## src/design/srw_pkg.sv

```systemverilog
package srw_pkg;

   // data and field widths
   localparam int WORD_W = 32;
   localparam int SHAMT_W = 5;
   localparam int GPR_IDX_W = 5;
   localparam int CR_FIELD_W = 4;
   localparam int CNT_W = 16;
   localparam int ADDR_W = 8;

   // instruction fields, bit 0 of the manual is the msb here
   localparam int F_PRI_HI = 31;
   localparam int F_PRI_LO = 26;
   localparam int F_SRC_HI = 25;
   localparam int F_SRC_LO = 21;
   localparam int F_DST_HI = 20;
   localparam int F_DST_LO = 16;
   localparam int F_AMT_HI = 15;
   localparam int F_AMT_LO = 11;
   localparam int F_XO_HI = 10;
   localparam int F_XO_LO = 1;
   localparam int F_REC = 0;

   localparam logic [5:0] OPC_PRIMARY = 6'h1F;
   // 792 register amount, 824 immediate amount
   localparam logic [9:0] XO_SHIFT_REG = 10'h318;
   localparam logic [9:0] XO_SHIFT_IMM = 10'h338;

   // amount register: count in bits 27-31, mask select in bit 26
   localparam int AMT_CNT_HI = 4;
   localparam int AMT_CNT_LO = 0;
   localparam int AMT_ZMASK_BIT = 5;
   localparam int SIGN_BIT = 31;

   // condition field 0 layout
   localparam int CR_NEG = 3;
   localparam int CR_POS = 2;
   localparam int CR_ZERO = 1;
   localparam int CR_SO = 0;

   // register map (byte addresses)
   localparam logic [7:0] REG_XER = 8'h00;
   localparam logic [7:0] REG_CR0 = 8'h04;
   localparam logic [7:0] REG_RESULT = 8'h08;
   localparam logic [7:0] REG_COUNT = 8'h0C;
   localparam logic [7:0] REG_STATUS = 8'h10;

   // fixed-point exception register bits and status register illegal bit
   localparam int XER_CA = 0;
   localparam int XER_SO = 1;
   localparam int STAT_ILLEGAL = 0;

   localparam logic [31:0] WORD_ONES = 32'hFFFFFFFF;
   localparam logic [31:0] WORD_ZERO = 32'h00000000;

   typedef enum logic [1:0] {
      SRW_OP_NONE,
      SRW_OP_REG,
      SRW_OP_IMM
   } srw_op_t;

endpackage

```

## src/design/srw_unit.sv

```systemverilog
// Function
// - decode primary 31 and extended 792 as register-amount form with record bit.
// - decode primary 31 and extended 824 as immediate form, distance in 16-20.
// - legacy alias mnemonics share encodings and behaviour with the word shifts.
// - register form counts from amount bits 27-31, rotates left by 32 minus N.
// - sign word replicates source sign bit across all 32 positions.
// - register form mask is N zeros then ones, all zeros when bit 26 set.
// - result takes rotated bits where mask is one, sign bits elsewhere.
// - carry is or of rotated and inverted mask, anded with source sign.
// - every form updates the carry flag; no overflow-enable behaviour exists.
// - record bit set updates negative, positive, zero and summary bits.
// - immediate form takes N from the immediate distance field.
// - immediate form always uses N zeros followed by ones as mask.
`timescale 1ns/1ns
`default_nettype none

module srw_unit
   import srw_pkg::*;
(
   input wire logic clk,
   input wire logic reset,
   input wire logic issue_valid,
   input wire logic [WORD_W-1:0] instr,
   input wire logic [WORD_W-1:0] source_gpr,
   input wire logic [WORD_W-1:0] amount_gpr,
   output logic issue_ready,
   output logic wb_valid,
   output logic [GPR_IDX_W-1:0] wb_dest_gpr,
   output logic [WORD_W-1:0] wb_data,
   output logic carry_flag,
   output logic summary_ovf,
   output logic cr0_we,
   output logic [CR_FIELD_W-1:0] cr0,
   output logic illegal,
   input wire logic [ADDR_W-1:0] reg_addr,
   input wire logic [WORD_W-1:0] reg_wdata,
   input wire logic reg_wr,
   input wire logic reg_rd,
   output logic [WORD_W-1:0] reg_rdata
);

   ////////////////////////////////////////////////////////////////////////

   typedef struct packed {
      logic wb_valid;
      logic [GPR_IDX_W-1:0] wb_dest;
      logic [WORD_W-1:0] wb_data;
      logic cr0_we;
      logic [CR_FIELD_W-1:0] cr0;
      logic carry;
      logic so;
      logic illegal;
      logic illegal_sticky;
      logic [CNT_W-1:0] op_count;
      logic [WORD_W-1:0] rdata;
   } srw_state_t;

   srw_state_t st_q;
   srw_state_t st_d;

   ////////////////////////////////////////////////////////////////////////

   function automatic srw_op_t decode_op(input logic [WORD_W-1:0] ins);
      srw_op_t op;
      op = SRW_OP_NONE;
      // aliases carry the same bits, so one decode serves both names
      if (ins[F_PRI_HI:F_PRI_LO] == OPC_PRIMARY) begin
         if (ins[F_XO_HI:F_XO_LO] == XO_SHIFT_REG) begin
            op = SRW_OP_REG;
         end else if (ins[F_XO_HI:F_XO_LO] == XO_SHIFT_IMM) begin
            op = SRW_OP_IMM;
         end
      end
      return op;
   endfunction

   // rotate left by 32-N is the same as rotate right by N
   function automatic logic [WORD_W-1:0] rot_left_comp(
      input logic [WORD_W-1:0] w,
      input logic [SHAMT_W-1:0] n
   );
      logic [2*WORD_W-1:0] dbl;
      dbl = {w, w} >> n;
      return dbl[WORD_W-1:0];
   endfunction

   function automatic logic [WORD_W-1:0] mask_gen(
      input logic [SHAMT_W-1:0] n,
      input logic all_zero
   );
      logic [WORD_W-1:0] m;
      m = WORD_ONES >> n;
      if (all_zero) begin
         m = WORD_ZERO;
      end
      return m;
   endfunction

   function automatic logic [CR_FIELD_W-1:0] cr_from(
      input logic [WORD_W-1:0] r,
      input logic so
   );
      logic [CR_FIELD_W-1:0] c;
      c = '0;
      c[CR_NEG] = r[SIGN_BIT];
      c[CR_POS] = ~r[SIGN_BIT] & (|r);
      c[CR_ZERO] = ~(|r);
      c[CR_SO] = so;
      return c;
   endfunction

   ////////////////////////////////////////////////////////////////////////
   // datapath, purely combinational in the issue cycle

   srw_op_t op;
   logic fire;
   logic [SHAMT_W-1:0] shamt;
   logic zmask;
   logic [WORD_W-1:0] rotated;
   logic [WORD_W-1:0] sign_word;
   logic [WORD_W-1:0] mask;
   logic [WORD_W-1:0] merged;
   logic carry_out;
   logic so_now;

   always_comb begin
      op = decode_op(instr);
      fire = issue_valid && (op != SRW_OP_NONE);
      if (op == SRW_OP_IMM) begin
         shamt = instr[F_AMT_HI:F_AMT_LO];
         zmask = 1'b0;
      end else begin
         shamt = amount_gpr[AMT_CNT_HI:AMT_CNT_LO];
         zmask = amount_gpr[AMT_ZMASK_BIT];
      end
      rotated = rot_left_comp(source_gpr, shamt);
      sign_word = {WORD_W{source_gpr[SIGN_BIT]}};
      mask = mask_gen(shamt, zmask);
      merged = (rotated & mask) | (sign_word & ~mask);
      // only ones shifted out of a negative word raise carry
      carry_out = (|(rotated & ~mask)) & source_gpr[SIGN_BIT];
      // a software write to the summary bit in this cycle is seen at once
      so_now = st_q.so;
      if (reg_wr && reg_addr == REG_XER) begin
         so_now = reg_wdata[XER_SO];
      end
   end

   ////////////////////////////////////////////////////////////////////////
   // next state

   always_comb begin
      st_d = st_q;
      st_d.wb_valid = fire;
      st_d.cr0_we = 1'b0;
      st_d.illegal = issue_valid && (op == SRW_OP_NONE);
      st_d.rdata = WORD_ZERO;

      // software writes to the exception flags and the op counter
      if (reg_wr) begin
         case (reg_addr)
            REG_XER: begin
               st_d.carry = reg_wdata[XER_CA];
               st_d.so = reg_wdata[XER_SO];
            end
            REG_STATUS: begin
               if (reg_wdata[STAT_ILLEGAL]) begin
                  st_d.illegal_sticky = 1'b0;
               end
            end
            REG_COUNT: begin
               st_d.op_count = '0;
            end
            default: begin
            end
         endcase
      end

      // the unit's own update wins over a same-cycle software write
      if (fire) begin
         st_d.wb_dest = instr[F_DST_HI:F_DST_LO];
         st_d.wb_data = merged;
         st_d.carry = carry_out;
         st_d.op_count = st_q.op_count + 1'b1;
         if (instr[F_REC]) begin
            st_d.cr0_we = 1'b1;
            st_d.cr0 = cr_from(merged, so_now);
         end
      end
      if (st_d.illegal) begin
         st_d.illegal_sticky = 1'b1;
      end

      if (reg_rd) begin
         case (reg_addr)
            REG_XER: begin
               st_d.rdata[XER_CA] = st_q.carry;
               st_d.rdata[XER_SO] = st_q.so;
            end
            REG_CR0: st_d.rdata[CR_FIELD_W-1:0] = st_q.cr0;
            REG_RESULT: st_d.rdata = st_q.wb_data;
            REG_COUNT: st_d.rdata[CNT_W-1:0] = st_q.op_count;
            REG_STATUS: st_d.rdata[STAT_ILLEGAL] = st_q.illegal_sticky;
            default: st_d.rdata = WORD_ZERO;
         endcase
      end
   end

   always_ff @(posedge clk or posedge reset) begin
      if (reset) begin
         st_q <= '0;
      end else begin
         st_q <= st_d;
      end
   end

   ////////////////////////////////////////////////////////////////////////

   // single-cycle datapath, never stalls decode
   assign issue_ready = 1'b1;
   assign wb_valid = st_q.wb_valid;
   assign wb_dest_gpr = st_q.wb_dest;
   assign wb_data = st_q.wb_data;
   assign carry_flag = st_q.carry;
   assign summary_ovf = st_q.so;
   assign cr0_we = st_q.cr0_we;
   assign cr0 = st_q.cr0;
   assign illegal = st_q.illegal;
   assign reg_rdata = st_q.rdata;

endmodule

`default_nettype wire

```

## config.mk

```make
export PLATFORM = sky130hd
export DESIGN_NAME = srw_unit
export DESIGN_NICKNAME = d
export VERILOG_FILES = /design/src/design/srw_pkg.sv /design/src/design/srw_unit.sv
export SDC_FILE = /design/constraint.sdc
export NUM_CORES = 1
export LEC_CHECK = 0
export BUFFER_PORTS_ARGS = -buffer_cell sky130_fd_sc_hd__buf_2
export CORE_AREA = 4 4 142 130
export CTS_CLUSTER_DIAMETER = 200
export CTS_CLUSTER_SIZE = 8
export DETAILED_ROUTE_END_ITERATION = 12
export DIE_AREA = 0 0 146 134
export GPL_TIMING_DRIVEN = 0
export PLACE_DENSITY = 0.8
export SYNTH_ARGS = -nofsm -noshare
export SYNTH_HDL_FRONTEND = slang
export SYNTH_SLANG_ARGS = --single-unit
```

## constraint.sdc

```tcl
create_clock -name clk -period 6.2 [get_ports clk]
set_clock_uncertainty 0.05 [all_clocks]
set_input_delay 0.62 -clock clk [delete_from_list [all_inputs] [get_ports clk]]
set_output_delay 0.62 -clock clk [all_outputs]
set_load 0.02 [all_outputs]
```

==> out/results.ini <==
[cells_and_area]
n_antenna_cell=0
areaGrowthSynthToFinish_pct=14.8
fillers=1516
fin_area_um2=10500
final_layout_size_suffix_gt1_share_pct=23.3
nets=1495
final_util_pct=62.5

[clock_network]
cts_buffer_depth=2
cts_root_buf=clkbuf_16
cts.sinks=95
cts_hold_buffers=0
cts_tree=built
cts_setup_buffers=0
postCtsResizedCells=0
cts_buffers=9
cts.reportedPaths.clkPinSlew_ns=0.07
clk_latency_ns=0.35
htreeDepth=3

[synth]
ys_seq_area_share_pct=25.9
synth_edf_count=0
ys_top_cells_by_count=177 x nand2_1, 108 x nor2_1, 95 x dfrtp_1, 87 x mux2i_1, 79 x o21ai_0
syn_inst=1190
synth-main-ff-cell=dfrtp_1
synth_seq_cells=95
synth_top_area_share_pct=25.9
ys_warn_count=0
synthTopCellsByArea=dfrtp_1 26%, mux2i_1 9.5%, nand2_1 7.3%, buf_4 6.4%, nor2_1 4.4%
syn_area_um2=9160
synth_nets=1332
postSynthAreaPerCell_um2=7.70
async_flop_share_pct=100
synth_cell_types=73
yosysMostFrequentCell=nand2_1
synth_area_leader_cell=dfrtp_1

[sta]
fin_setup_tns_ns=0
layout_min_cycle_time_ns=5.97
max_freq_mhz=167
hold_ws_ns=0.225
finalCritPeriodShare_pct=96.3
worstMarginPinSlew_ns=1.47
finalMaxSlewViolations=1
relSlewSlack_pct=-1.02
setup_viol=0
hold_violations=0
rsz0062_at_grt=no

[grt]
grt_max_degree=64
grt_remaining_overflow=0
grt_util_all_layers_pct=39.8
grt_pass1_wl_mm=60.3
grt_pass1_vias=10084
grt_antenna_before_repair=1

[flow_run]
cap_viol_max_count=1

[hold_path]
hold_path_class=in2async

[place]
gp_congestion=1.13
place_area_um2=10200
port_buffers=151
place_hpwl_mm=31.4

[detailed_routing]
drt_wl_total_mm=40.8
dr.pass1.iters=9
vias=11020
drc=0
wl_per_cell_um=26.0
avgViaCountPerCell=7.02
drtIter0Drc=1788
drtAntennaViolNets=0

[power]
power_uw=1760
power_per_cell_area_nw_per_um2=167
p_leak_uw=0.00492
peakVddDrop_mv=0.126

[worst_setup_path]
arrival_ns=6.16
start_kind=input pin
cp.required_ns=6.39
crit_type=in2reg
worstSetupEndpointType=flip-flop
crit_path_max_fanout=10

[run_status]
violations=capacitance limit, slew limit
status=finished with violations

[floorplanning]
dieWidth_um=146
pin_count=220
fp.coreArea_um2=16800
rows=45
die_area_um2=19600
die_height_um=134
start_util_pct=54.4

==> cells in the final DEF (no fill, tap or decap), drive strengths merged, types with 21 or more instances in the layout <==
cell type and count:
nand3 40, clkbuf 61, nor2 110, mux2 28
o21ai 80, dfrtp 95, and2 23, a21oi 70
mux2i 93, a211oi 23, buf 257, nor3 31
o22ai 24, a31oi 21, nand2 177
==> through the flow <==
step                      cells  setup WS, ns
after floorplan            1190          1.96
after global placement     1552         0.453
after detailed placement   1553         0.432
after CTS                  1569         0.778
after global routing       1569         0.477
final                      1569         0.228
==> cell families after synthesis <==
family	synth area share (%)
fa+ha+maj	0.137
flops	25.9
simple gates	23.7
xor+xnor	0.191
mux	15.1
buf+inv	10.7
other cells	0.0409
compound gates	24.2
==> state kept, by name (all words and copies together), names as in the netlist <==
signal,cells
carry_flag,1
cr0,4
cr0_we,1
illegal,1
reg_rdata,32
st_q,17
summary_ovf,1
wb_data,32
wb_dest_gpr,5
wb_valid,1
==> layout make-up <==
cell class	instances	area, um2	share of cell area (%)
plain buffers	157	951	9.04
clock buffers	9	225	2.14
clock inverters	7	75.1	0.714
inverters	7	28.8	0.274
multi-input cells	931	5810	55.3
flip-flops and latches	95	2380	22.6
well taps	211	264	2.51
repair buffers	152	783	7.45
==> critical path, cell delays in order <==
cell and delay, ns:
buf_2 0.11, and4bb_1 0.34, nand4_4 0.23, mux2i_2 0.56, mux2i_1 1.24, o22ai_1 0.21
nor3_1 1.09, a222oi_1 0.42, nor4_1 0.47, nand3_1 0.11, or4_1 0.58, and2_1 0.17
==> layer usage <==
layer,part of all wire [%],track usage [%],wire length [um],vias up
li1,-,-,-,4652
met1,39,53.8,15800,5039
met4,5.7,17.1,2320,2
met3,17,18.7,6960,246
met2,38,54.4,15700,1081
met5,0.032,0,13,-
==> worst paths after layout <==
kind	slack, ns	cells after the start	start	to
setup / recovery	0.23	12	instr[2]	cr0[2]
setup reg to reg	4.16	6	st_q[32]	st_q[46]
max in group asynchronous	5.23	3	reset	wb_data[16]
hold reg to reg	0.43	2	wb_dest_gpr[1]	wb_dest_gpr[1]
hold / removal	0.23	2	reset	reg_rdata[3]
min in group clk	0.42	3	instr[17]	wb_dest_gpr[1]
==> where the power goes <==
group	internal (uW)	leakage (uW)	switching [uW]	total, uW
combinational	171	0.00346	410	582
clock	286	0.000145	272	558
sequential	620	0.00132	0.891	621
No activity file was read; power rests on OpenSTA's default activity.
